--- src/rtl/smcp_pkg.sv ---
// Shared constants and types of the serial motion command port
package smcp_pkg;
  localparam int unsigned CLK_HZ = 250000000;
  localparam int unsigned BAUD = 19200;
  localparam int unsigned BIT_CYC = CLK_HZ / BAUD;
  localparam int unsigned HALF_CYC = BIT_CYC / 2;
  localparam int unsigned DATA_BITS = 8;
  localparam int unsigned NUM_FIELDS = 6;
  localparam int unsigned MAX_SEQ = 25;
  localparam logic [7:0] CH_LBRACE = 8'h7b;
  localparam logic [7:0] CH_RBRACE = 8'h7d;
  localparam logic [7:0] CH_LBRACK = 8'h5b;
  localparam logic [7:0] CH_RBRACK = 8'h5d;
  localparam logic [7:0] CH_COMMA = 8'h2c;
  localparam logic [7:0] CH_SEMI = 8'h3b;
  localparam logic [7:0] CH_ZERO = 8'h30;
  localparam logic [7:0] CH_NINE = 8'h39;
  localparam logic [7:0] CH_C = 8'h43;
  localparam logic [7:0] CH_I = 8'h49;
  localparam logic [7:0] CH_P = 8'h50;
  localparam logic [1:0] MODE_RESET = 2'h0;
  localparam logic [2:0] STEP_MODE_RESET = 3'h0;
  typedef enum logic [1:0] {SMCP_SETUP, SMCP_IMMED, SMCP_INPUT, SMCP_NONE} smcp_class_e;
  typedef logic [23:0] smcp_field_t;
endpackage

--- src/rtl/smcp_port.sv ---
// Serial command front end: receiver, frame parser, busy, reply sender
`timescale 1ns/1ps
// What this block does
// - Replies wrapped in square brackets
// - 19200 baud, 8N1, no flow control
// - Device replies only after received command
// - Letters and digits carried as ASCII
// - Closing brace alone ends a command
// - Numeric fields split at commas
// - Reply values separated by semicolons
// - First letter selects setup/immediate/input class
// - Extended move: code, steps, rates, ramp, mode
// - Commands discarded while busy, bar one
// - One extra command buffered, run afterwards
// - Busy output low when not accepting
// - Operating mode kept across power loss
// - Extended variant stores 25 sequences
module smcp_port
  import smcp_pkg::*;
#(
  // Bit time in clock cycles; a bench may shorten it to keep runs brief
  parameter int unsigned BIT_CYC_P = BIT_CYC
)
(
  input wire logic REF_CLK_I,
  input wire logic RESET_N_I,
  input wire logic RXD_I,
  output logic TXD_O,
  output logic READY_O,
  output logic CMD_VALID_O,
  output smcp_pkg::smcp_class_e CMD_CLASS_O,
  output logic [7:0] CMD_CODE_O,
  output logic [23:0] CMD_FIELD0_O,
  output logic [23:0] CMD_FIELD1_O,
  output logic [23:0] CMD_FIELD2_O,
  output logic [23:0] CMD_FIELD3_O,
  output logic [23:0] CMD_FIELD4_O,
  output logic [23:0] CMD_FIELD5_O,
  output logic [2:0] CMD_NFIELDS_O,
  input wire logic TASK_DONE_I,
  input wire logic [7:0] REPLY_DATA_I,
  input wire logic REPLY_VALID_I,
  input wire logic REPLY_SEP_I,
  input wire logic REPLY_LAST_I,
  output logic REPLY_READY_O,
  input wire logic [1:0] MODE_STORED_I,
  input wire logic MODE_WE_I,
  input wire logic [1:0] MODE_I,
  output logic MODE_SAVE_O,
  output logic [1:0] MODE_O,
  input wire logic EXTENDED_I,
  output logic [4:0] SEQ_LIMIT_O
);
  import smcp_pkg::*;

  function automatic logic is_digit(input logic [7:0] c);
    return c >= CH_ZERO && c <= CH_NINE;
  endfunction

  function automatic smcp_class_e classify(input logic [7:0] c);
    case (c)
      CH_C: return SMCP_SETUP;
      CH_I: return SMCP_IMMED;
      CH_P: return SMCP_INPUT;
      default: return SMCP_NONE;
    endcase
  endfunction

  // Receiver, sampled mid-bit; input is taken synchronous to the clock
  typedef enum logic [1:0] {RX_IDLE, RX_START, RX_DATA, RX_STOP} smcp_rx_e;
  smcp_rx_e rx_st_q;
  logic [15:0] rx_cnt_q;
  logic [2:0] rx_bit_q;
  logic [7:0] rx_sh_q;
  logic rx_stb_q;
  wire rx_tick = rx_cnt_q == 16'h0000;
  always_ff @(posedge REF_CLK_I or negedge RESET_N_I) begin
    if (!RESET_N_I) begin
      rx_st_q <= RX_IDLE;
      rx_cnt_q <= 16'h0000;
      rx_bit_q <= 3'h0;
      rx_sh_q <= 8'h00;
      rx_stb_q <= 1'b0;
    end else begin
      rx_stb_q <= 1'b0;
      rx_cnt_q <= rx_tick ? 16'h0000 : rx_cnt_q - 16'h0001;
      case (rx_st_q)
        RX_IDLE: if (!RXD_I) begin
          rx_st_q <= RX_START;
          rx_cnt_q <= 16'(BIT_CYC_P / 2);
        end
        RX_START: if (rx_tick) begin
          rx_st_q <= RXD_I ? RX_IDLE : RX_DATA;
          // Tick cycle counts as the first of the next bit, so reload one short
          rx_cnt_q <= 16'(BIT_CYC_P - 1);
          rx_bit_q <= 3'h0;
        end
        RX_DATA: if (rx_tick) begin
          rx_sh_q <= {RXD_I, rx_sh_q[7:1]};
          rx_cnt_q <= 16'(BIT_CYC_P - 1);
          rx_bit_q <= rx_bit_q + 3'h1;
          if (rx_bit_q == 3'(DATA_BITS - 1)) rx_st_q <= RX_STOP;
        end
        RX_STOP: if (rx_tick) begin
          rx_st_q <= RX_IDLE;
          rx_stb_q <= RXD_I;
        end
        default: rx_st_q <= RX_IDLE;
      endcase
    end
  end

  // Character buffer between receiver and parser
  logic [7:0] ch_data;
  logic ch_valid;
  logic ch_ready;
  logic buf_in_ready;
  smcp_skid u_skid (
    .clk_i(REF_CLK_I),
    .rst_n_i(RESET_N_I),
    .in_data_i(rx_sh_q),
    .in_valid_i(rx_stb_q),
    .in_ready_o(buf_in_ready),
    .out_data_o(ch_data),
    .out_valid_o(ch_valid),
    .out_ready_i(ch_ready)
  );

  // Frame parser
  logic busy_q;
  logic pend_q;
  logic in_frame_q;
  logic first_q;
  logic [2:0] fidx_q;
  smcp_field_t acc_q [NUM_FIELDS];
  smcp_class_e cls_q;
  logic [7:0] code_q;
  smcp_field_t p_acc_q [NUM_FIELDS];
  smcp_class_e p_cls_q;
  logic [7:0] p_code_q;
  logic [2:0] p_n_q;
  // A full frame is kept only if the task slot or the single spare slot is free
  wire slot_free = !(busy_q && pend_q);
  assign ch_ready = 1'b1;
  wire take = ch_valid;
  wire open_f = take && ch_data == CH_LBRACE;
  wire close_f = take && in_frame_q && ch_data == CH_RBRACE;
  wire comma = take && in_frame_q && !first_q && ch_data == CH_COMMA;
  wire digit = take && in_frame_q && !first_q && is_digit(ch_data);
  wire letter = take && in_frame_q && first_q && ch_data != CH_RBRACE;
  wire accept = close_f && slot_free;
  // A frame closing as the task ends runs at once instead of stranding the spare slot
  wire launch_new = accept && (!busy_q || TASK_DONE_I);
  wire to_pend = accept && busy_q && !TASK_DONE_I;
  wire launch_pend = busy_q && TASK_DONE_I && pend_q;
  wire [2:0] nfields = fidx_q + 3'h1;
  logic [23:0] dig_next;
  assign dig_next = 24'(acc_q[fidx_q] * 24'd10) + {20'h0, ch_data[3:0]};

  always_ff @(posedge REF_CLK_I or negedge RESET_N_I) begin
    if (!RESET_N_I) begin
      in_frame_q <= 1'b0;
      first_q <= 1'b0;
      fidx_q <= 3'h0;
      cls_q <= SMCP_NONE;
      code_q <= 8'h00;
      for (int i = 0; i < NUM_FIELDS; i++) acc_q[i] <= 24'h0;
    end else begin
      if (open_f) begin
        in_frame_q <= 1'b1;
        first_q <= 1'b1;
        fidx_q <= 3'h0;
        for (int i = 0; i < NUM_FIELDS; i++) acc_q[i] <= 24'h0;
      end else if (close_f) begin
        in_frame_q <= 1'b0;
      end else if (letter) begin
        if (cls_q == SMCP_NONE || first_q && code_q == 8'h00) cls_q <= classify(ch_data);
        first_q <= 1'b0;
      end else if (comma && fidx_q != 3'(NUM_FIELDS - 1)) begin
        fidx_q <= fidx_q + 3'h1;
      end else if (digit) begin
        acc_q[fidx_q] <= dig_next;
      end
      if (open_f) cls_q <= SMCP_NONE;
      if (open_f) code_q <= 8'h00;
      // Second letter of the prefix is the code
      if (take && in_frame_q && !first_q && !is_digit(ch_data) && ch_data != CH_COMMA
          && ch_data != CH_RBRACE && code_q == 8'h00) code_q <= ch_data;
    end
  end

  // Busy tracking and command issue
  always_ff @(posedge REF_CLK_I or negedge RESET_N_I) begin
    if (!RESET_N_I) begin
      busy_q <= 1'b0;
      pend_q <= 1'b0;
      p_cls_q <= SMCP_NONE;
      p_code_q <= 8'h00;
      p_n_q <= 3'h0;
      for (int i = 0; i < NUM_FIELDS; i++) p_acc_q[i] <= 24'h0;
      CMD_VALID_O <= 1'b0;
      CMD_CLASS_O <= SMCP_NONE;
      CMD_CODE_O <= 8'h00;
      CMD_NFIELDS_O <= 3'h0;
      CMD_FIELD0_O <= 24'h0;
      CMD_FIELD1_O <= 24'h0;
      CMD_FIELD2_O <= 24'h0;
      CMD_FIELD3_O <= 24'h0;
      CMD_FIELD4_O <= 24'h0;
      CMD_FIELD5_O <= 24'h0;
    end else begin
      CMD_VALID_O <= launch_new || launch_pend;
      if (launch_new) begin
        busy_q <= 1'b1;
        CMD_CLASS_O <= cls_q;
        CMD_CODE_O <= code_q;
        CMD_NFIELDS_O <= nfields;
        CMD_FIELD0_O <= acc_q[0];
        CMD_FIELD1_O <= acc_q[1];
        CMD_FIELD2_O <= acc_q[2];
        CMD_FIELD3_O <= acc_q[3];
        CMD_FIELD4_O <= acc_q[4];
        CMD_FIELD5_O <= acc_q[5];
      end else if (launch_pend) begin
        pend_q <= 1'b0;
        CMD_CLASS_O <= p_cls_q;
        CMD_CODE_O <= p_code_q;
        CMD_NFIELDS_O <= p_n_q;
        CMD_FIELD0_O <= p_acc_q[0];
        CMD_FIELD1_O <= p_acc_q[1];
        CMD_FIELD2_O <= p_acc_q[2];
        CMD_FIELD3_O <= p_acc_q[3];
        CMD_FIELD4_O <= p_acc_q[4];
        CMD_FIELD5_O <= p_acc_q[5];
      end else if (busy_q && TASK_DONE_I) begin
        busy_q <= 1'b0;
      end
      if (to_pend) begin
        pend_q <= 1'b1;
        p_cls_q <= cls_q;
        p_code_q <= code_q;
        p_n_q <= nfields;
        for (int i = 0; i < NUM_FIELDS; i++) p_acc_q[i] <= acc_q[i];
      end
    end
  end

  // Ready pin: high only when idle with a free slot; low otherwise
  always_ff @(posedge REF_CLK_I or negedge RESET_N_I) begin
    if (!RESET_N_I) READY_O <= 1'b0;
    else READY_O <= !busy_q && !pend_q && !in_frame_q && buf_in_ready;
  end

  // Operating mode, reloaded from the nonvolatile copy one cycle after reset
  logic loaded_q;
  always_ff @(posedge REF_CLK_I or negedge RESET_N_I) begin
    if (!RESET_N_I) begin
      loaded_q <= 1'b0;
      MODE_O <= MODE_RESET;
      MODE_SAVE_O <= 1'b0;
      SEQ_LIMIT_O <= 5'h00;
    end else begin
      loaded_q <= 1'b1;
      MODE_SAVE_O <= loaded_q && MODE_WE_I;
      if (!loaded_q) MODE_O <= MODE_STORED_I;
      else if (MODE_WE_I) MODE_O <= MODE_I;
      SEQ_LIMIT_O <= EXTENDED_I ? 5'(MAX_SEQ) : 5'h00;
    end
  end

  // Reply sender: [ v ; v ] framing, only for a received command
  typedef enum logic [2:0] {TX_IDLE, TX_OPEN, TX_BODY, TX_CLOSE, TX_SHIFT} smcp_tx_e;
  smcp_tx_e tx_st_q;
  smcp_tx_e tx_ret_q;
  logic [9:0] tx_sh_q;
  logic [3:0] tx_bit_q;
  logic [15:0] tx_cnt_q;
  logic tx_last_q;
  logic reply_ok_q;
  wire tx_tick = tx_cnt_q == 16'h0000;
  wire [7:0] body_ch = REPLY_SEP_I ? CH_SEMI : REPLY_DATA_I;
  wire tx_to_body = tx_st_q == TX_BODY ? !REPLY_VALID_I
      : tx_st_q == TX_SHIFT && tx_tick && tx_bit_q == 4'ha && tx_ret_q == TX_BODY;
  always_ff @(posedge REF_CLK_I or negedge RESET_N_I) begin
    if (!RESET_N_I) begin
      tx_st_q <= TX_IDLE;
      tx_ret_q <= TX_IDLE;
      tx_sh_q <= 10'h3ff;
      tx_bit_q <= 4'h0;
      tx_cnt_q <= 16'h0000;
      tx_last_q <= 1'b0;
      reply_ok_q <= 1'b0;
      TXD_O <= 1'b1;
      REPLY_READY_O <= 1'b0;
    end else begin
      REPLY_READY_O <= tx_to_body;
      tx_cnt_q <= tx_tick ? 16'h0000 : tx_cnt_q - 16'h0001;
      case (tx_st_q)
        TX_IDLE: if (REPLY_VALID_I && reply_ok_q) tx_st_q <= TX_OPEN;
        TX_OPEN: begin
          tx_sh_q <= {1'b1, CH_LBRACK, 1'b0};
          tx_ret_q <= TX_BODY;
          tx_st_q <= TX_SHIFT;
          tx_bit_q <= 4'h0;
          tx_cnt_q <= 16'h0000;
        end
        TX_BODY: if (REPLY_VALID_I) begin
          tx_sh_q <= {1'b1, body_ch, 1'b0};
          tx_last_q <= REPLY_LAST_I;
          tx_ret_q <= REPLY_LAST_I ? TX_CLOSE : TX_BODY;
          tx_st_q <= TX_SHIFT;
          tx_bit_q <= 4'h0;
          tx_cnt_q <= 16'h0000;
        end
        TX_CLOSE: begin
          tx_sh_q <= {1'b1, CH_RBRACK, 1'b0};
          tx_ret_q <= TX_IDLE;
          tx_st_q <= TX_SHIFT;
          tx_bit_q <= 4'h0;
          tx_cnt_q <= 16'h0000;
          reply_ok_q <= 1'b0;
        end
        TX_SHIFT: if (tx_tick) begin
          if (tx_bit_q == 4'ha) begin
            tx_st_q <= tx_ret_q;
          end else begin
            TXD_O <= tx_sh_q[0];
            tx_sh_q <= {1'b1, tx_sh_q[9:1]};
            tx_bit_q <= tx_bit_q + 4'h1;
            tx_cnt_q <= 16'(BIT_CYC_P - 1);
          end
        end
        default: tx_st_q <= TX_IDLE;
      endcase
      // Set wins over the clear in the closing state
      if (CMD_VALID_O) reply_ok_q <= 1'b1;
    end
  end

  a_ready_idle: assert property (@(posedge REF_CLK_I) disable iff (!RESET_N_I)
    READY_O |-> !$past(busy_q) && !$past(pend_q))
    else $error("ready high while busy");
  a_busy_drop: assert property (@(posedge REF_CLK_I) disable iff (!RESET_N_I)
    busy_q && pend_q && close_f |=> $stable(p_code_q))
    else $error("spare slot overwritten");
  a_pend_run: assert property (@(posedge REF_CLK_I) disable iff (!RESET_N_I)
    launch_pend |=> CMD_VALID_O && !pend_q)
    else $error("buffered command not issued");
  a_busy_low: assert property (@(posedge REF_CLK_I) disable iff (!RESET_N_I)
    CMD_VALID_O |-> !READY_O)
    else $error("ready high at command issue");
  a_mode_load: assert property (@(posedge REF_CLK_I) disable iff (!RESET_N_I)
    $rose(loaded_q) |-> MODE_O == $past(MODE_STORED_I))
    else $error("stored mode not reloaded");
  a_tx_idle: assert property (@(posedge REF_CLK_I) disable iff (!RESET_N_I)
    tx_st_q == TX_IDLE |-> TXD_O)
    else $error("serial line not idle high");
endmodule // smcp_port

--- src/rtl/smcp_skid.sv ---
// Two-entry buffer with valid and ready on both sides
`timescale 1ns/1ps
module smcp_skid (
  input wire logic clk_i,
  input wire logic rst_n_i,
  input wire logic [7:0] in_data_i,
  input wire logic in_valid_i,
  output logic in_ready_o,
  output logic [7:0] out_data_o,
  output logic out_valid_o,
  input wire logic out_ready_i
);
  logic [7:0] mem_q [2];
  logic [1:0] cnt_q;
  logic rd_q;
  logic wr_q;
  wire push = in_valid_i && cnt_q != 2'h2;
  wire pop = out_ready_i && cnt_q != 2'h0;
  assign in_ready_o = cnt_q != 2'h2;
  assign out_valid_o = cnt_q != 2'h0;
  assign out_data_o = mem_q[rd_q];
  always_ff @(posedge clk_i or negedge rst_n_i) begin
    if (!rst_n_i) begin
      cnt_q <= 2'h0;
      rd_q <= 1'b0;
      wr_q <= 1'b0;
      mem_q[0] <= 8'h00;
      mem_q[1] <= 8'h00;
    end else begin
      if (push) begin
        mem_q[wr_q] <= in_data_i;
        wr_q <= ~wr_q;
      end
      if (pop) rd_q <= ~rd_q;
      cnt_q <= cnt_q + {1'b0, push} - {1'b0, pop};
    end
  end
  a_skid_bound: assert property (@(posedge clk_i) disable iff (!rst_n_i) cnt_q <= 2'h2)
    else $error("buffer count out of range");
endmodule // smcp_skid
--- config.mk ---
export PLATFORM = sky130hd
export DESIGN_NAME = smcp_port
export DESIGN_NICKNAME = d
export VERILOG_FILES = /design/src/rtl/smcp_pkg.sv /design/src/rtl/smcp_port.sv /design/src/rtl/smcp_skid.sv
export SDC_FILE = /design/constraint.sdc
export NUM_CORES = 1
export LEC_CHECK = 0
export BUFFER_PORTS_ARGS = -buffer_cell sky130_fd_sc_hd__clkbuf_2
export CORE_UTILIZATION = 36
export DETAILED_ROUTE_END_ITERATION = 12
export PLACE_DENSITY = 0.54
export SYNTH_ARGS = -nofsm -noshare
export SYNTH_HDL_FRONTEND = slang
export SYNTH_SLANG_ARGS = --single-unit
export TNS_END_PERCENT = 1
--- constraint.sdc ---
create_clock -name REF_CLK_I -period 9.5 [get_ports REF_CLK_I]
set_input_delay 0.95 -clock REF_CLK_I [delete_from_list [all_inputs] [get_ports REF_CLK_I]]
set_output_delay 0.95 -clock REF_CLK_I [all_outputs]
set_load 0.05 [all_outputs]
==> impl_metrics.ini <==
[cts]
insertion_delay_ns = 0.61
clock_sinks = 569
path_clk_slew_ns = 0.06
cts-htree-levels = 3
cts_root_buf = clkbuf_16
hold_buffers = 0
cts_buffers = 66
clockBufferDepth = 3
cts-resized-gates = 0
postCtsSetupBuffers = 0
cts_tree = done

[sta]
fin_crit_sh = 0.6055
fin_crit_ns = 5.752
worstMarginPinSlew_ns = 1.357
whs_ns = 0.4129
setup-violations-final = 0
maxSlewViolCount = 0
final-hold-violation-count = 0
skew_ns = 0.02166
fmax_ghz = 0.1738
finalSetupTns_ns = 0
rsz0062_at_grt = false
relSlewSlack = 0.08907

[synthesis]
synth-main-ff-cell = dfrtp_1
ys_types = 70
ys_async_sr_fraction = 1.000
yosysSeqAreaShare = 0.5567
ys_seq_elements = 569
synth-edff-count = 0
ys_warn_count = 0
postSynthAreaPerCell_um2 = 10.72
syn_inst = 2388
syn_area_mm2 = 0.02561

[critical_path]
cp_max_fo = 20
worstReg2RegEnd = acc_q[89]
cp-startpoint = fidx_q[2]
end_kind = flop
critPathLaunchType = flop
rrSetupSlack_ns = 3.75
reg2reg_from = fidx_q[2]
crit_arrival_ns = 6.21
ff2ff_path_depth = 17
critPathKind = flop to flop
required_ns = 9.96

[power_and_ir_drop]
ir_drop_v = 0.0001072
p_comb_frac = 0.053
p_per_area_mw_per_mm2 = 184.0
net-switching-power_uw = 1281
p_int_uw = 4172
swShare = 0.2349
p_leak_uw = 0.01469
power.total_uw = 5453
p_seq_frac = 0.469
pwr-share-clk = 0.478

[drt]
drt-pass1-iter-count = 8
drc = 0
drtIter0Drc = 1589
wl_per_cell_um = 22.28
ant_nets = 0
avgViaCountPerCell = 5.433
num_vias = 19030
drt_wl_total_um = 78040

[global_routing]
overflow = 0
grt_pass1_vias = 18720
track_usage = 0.2170
grt_max_degree = 173
grt_pass1_wl_um = 118700
antenna_found_initial = 4

[placed_design]
globalplace.congestion = 0.9445
dpl.hpwl_um = 55310
placed_area_mm2 = 0.02739
place.port_buffers = 187

[die]
boundaryPins = 190
die_y_um = 268.7
num_rows = 97
die_area_mm2 = 0.07221
initial_core_util = 0.3645
fp.dieW_um = 268.7
core_mm2 = 0.07027

[cells_and_area]
nNetsFinal = 2589
area_growth_pct = 15.73
finish.utilization = 0.4218
nFillCells = 6689
diodes = 0
stdcell_area_mm2 = 0.02964
final_common_cell = dfrtp_1
layout-drive-gt1-share = 0.2150
layout_common_cells = dfrtp_1 (553), nand2_1 (378), a22oi_1 (203), o21ai_0 (189), clkbuf_2 (186)

[min_path]
hold_class = input port to async pin

[job]
maxCapViolCount = 0

[status]
status = finished clean
[worst max path at each step]
stage                      end  slack [ns]  cells after the start
global placement    acc_q[113]        3.95                     17
floorplan           acc_q[117]        4.67                     17
finish               acc_q[89]        3.75                     17
detailed placement   acc_q[89]        3.83                     17
global route         acc_q[89]        3.36                     17
CTS                 acc_q[119]        3.84                     17
[cell usage after synthesis, drive strengths merged (4+ instances only)]
| cell type | count | area share |
|---|---|---|
| nand4 | 8 | 0.0020 |
| ha | 55 | 0.027 |
| mux2 | 185 | 0.081 |
| or4 | 9 | 0.0028 |
| or2 | 6 | 0.0017 |
| a21o | 13 | 0.0038 |
| a211oi | 6 | 0.0018 |
| buf | 30 | 0.0059 |
| nor4 | 10 | 0.0029 |
| clkbuf | 128 | 0.019 |
| nand3 | 183 | 0.036 |
| o21ai | 192 | 0.038 |
| nor2 | 72 | 0.011 |
| a21oi | 54 | 0.011 |
| and2 | 8 | 0.0020 |
| xnor2 | 39 | 0.013 |
| a22o | 12 | 0.0041 |
| a221o | 4 | 0.0016 |
| a31oi | 5 | 0.0012 |
| xor2 | 31 | 0.011 |
| inv | 29 | 0.0043 |
| or3 | 10 | 0.0024 |
| mux2i | 19 | 0.0074 |
| o2111ai | 4 | 0.0014 |
| dfrtp | 553 | 0.54 |
| nor3 | 33 | 0.0066 |
| o22ai | 5 | 0.0012 |
| and3 | 5 | 0.0012 |
| mux4 | 4 | 0.0035 |
| nor2b | 8 | 0.0020 |
| nand2b | 15 | 0.0037 |
| o221ai | 6 | 0.0021 |
| a22oi | 203 | 0.060 |
| o21a | 4 | 0.0012 |
| o211ai | 6 | 0.0018 |
| nand2 | 379 | 0.056 |
| dfstp | 16 | 0.016 |
[per-layer routing]
layer	track usage	up-vias	routed length [um]
li1	-	8786	-
met1	0.3049	9666	35630
met2	0.3433	474	36630
met3	0.03461	104	3916
met4	0.06619	2	1838
met5	0	-	12
[power groups by stage]
stage	combinational [uW]	sequential (uW)	clock, uW
after detailed placement	297	2600	0
after global routing	338	2560	2760
after floorplan	202	2580	0
final	290	2560	2610
after global placement	285	2590	0
after CTS	298	2550	2670
[final cells by class]
type	count	area [um^2]	share of cell area
Inverter	30	112.6	0.003799
Timing Repair Buffer	212	1159	0.03909
Tap cell	940	1176	0.03968
Clock inverter	20	251.5	0.008485
Clock buffer	100	2002	0.06754
Sequential cell	569	14260	0.4811
Multi-Input combinational cell	1632	10680	0.3603
[metrics by stage]
stage               setup slack (ns)  instances
floorplan                      4.668       2389
global placement               3.947       3383
detailed placement             3.834       3383
CTS                            3.842       3503
global route                   3.356       3503
finish                         3.748       3503
[sequential cells by signal, summed over array words and instances (netlist names), 3 cells and up, named ones only]
register,flops
u_skid.mem_q,16
tx_bit_q,4
CMD_FIELD2_O,24
tx_cnt_q,16
CMD_FIELD4_O,24
fidx_q,3
p_n_q,3
CMD_FIELD1_O,24
p_acc_q,144
rx_sh_q,8
CMD_FIELD5_O,24
CMD_CODE_O,8
tx_sh_q,9
tx_st_q,3
CMD_NFIELDS_O,3
code_q,8
rx_bit_q,3
rx_cnt_q,16
p_code_q,8
CMD_FIELD0_O,24
CMD_FIELD3_O,24
acc_q,144
[cells by family (layout without fill, tap and decap cells)]
kind of cell / Yosys count / count (layout) / synth area share
other cells: 2 / 3 / 0.0002932
fa+ha+maj: 57 / 57 / 0.02843
flops: 569 / 569 / 0.5567
simple gates: 759 / 759 / 0.1335
compound gates: 535 / 535 / 0.1357
mux: 208 / 208 / 0.09229
buf+inv: 188 / 362 / 0.02907
xor+xnor: 70 / 70 / 0.02394
[worst max-delay path: stages, from the launching register on]
cell      delay, ns
dfrtp_1        0.78
inv_1          0.29
nor3_2         0.23
buf_4          0.29
nand2_1        0.09
o221ai_1       0.21
ha_1           0.34
ha_1           0.23
fa_1           0.42
a21o_1         0.22
a221oi_4       0.44
mux2i_1        0.28
nand3_1        0.14
nor4_2         0.49
nand3_1        0.20
nor2_1         0.16
xor2_1         0.58
o21ai_0        0.21
(Power assumes the default switching activity.)
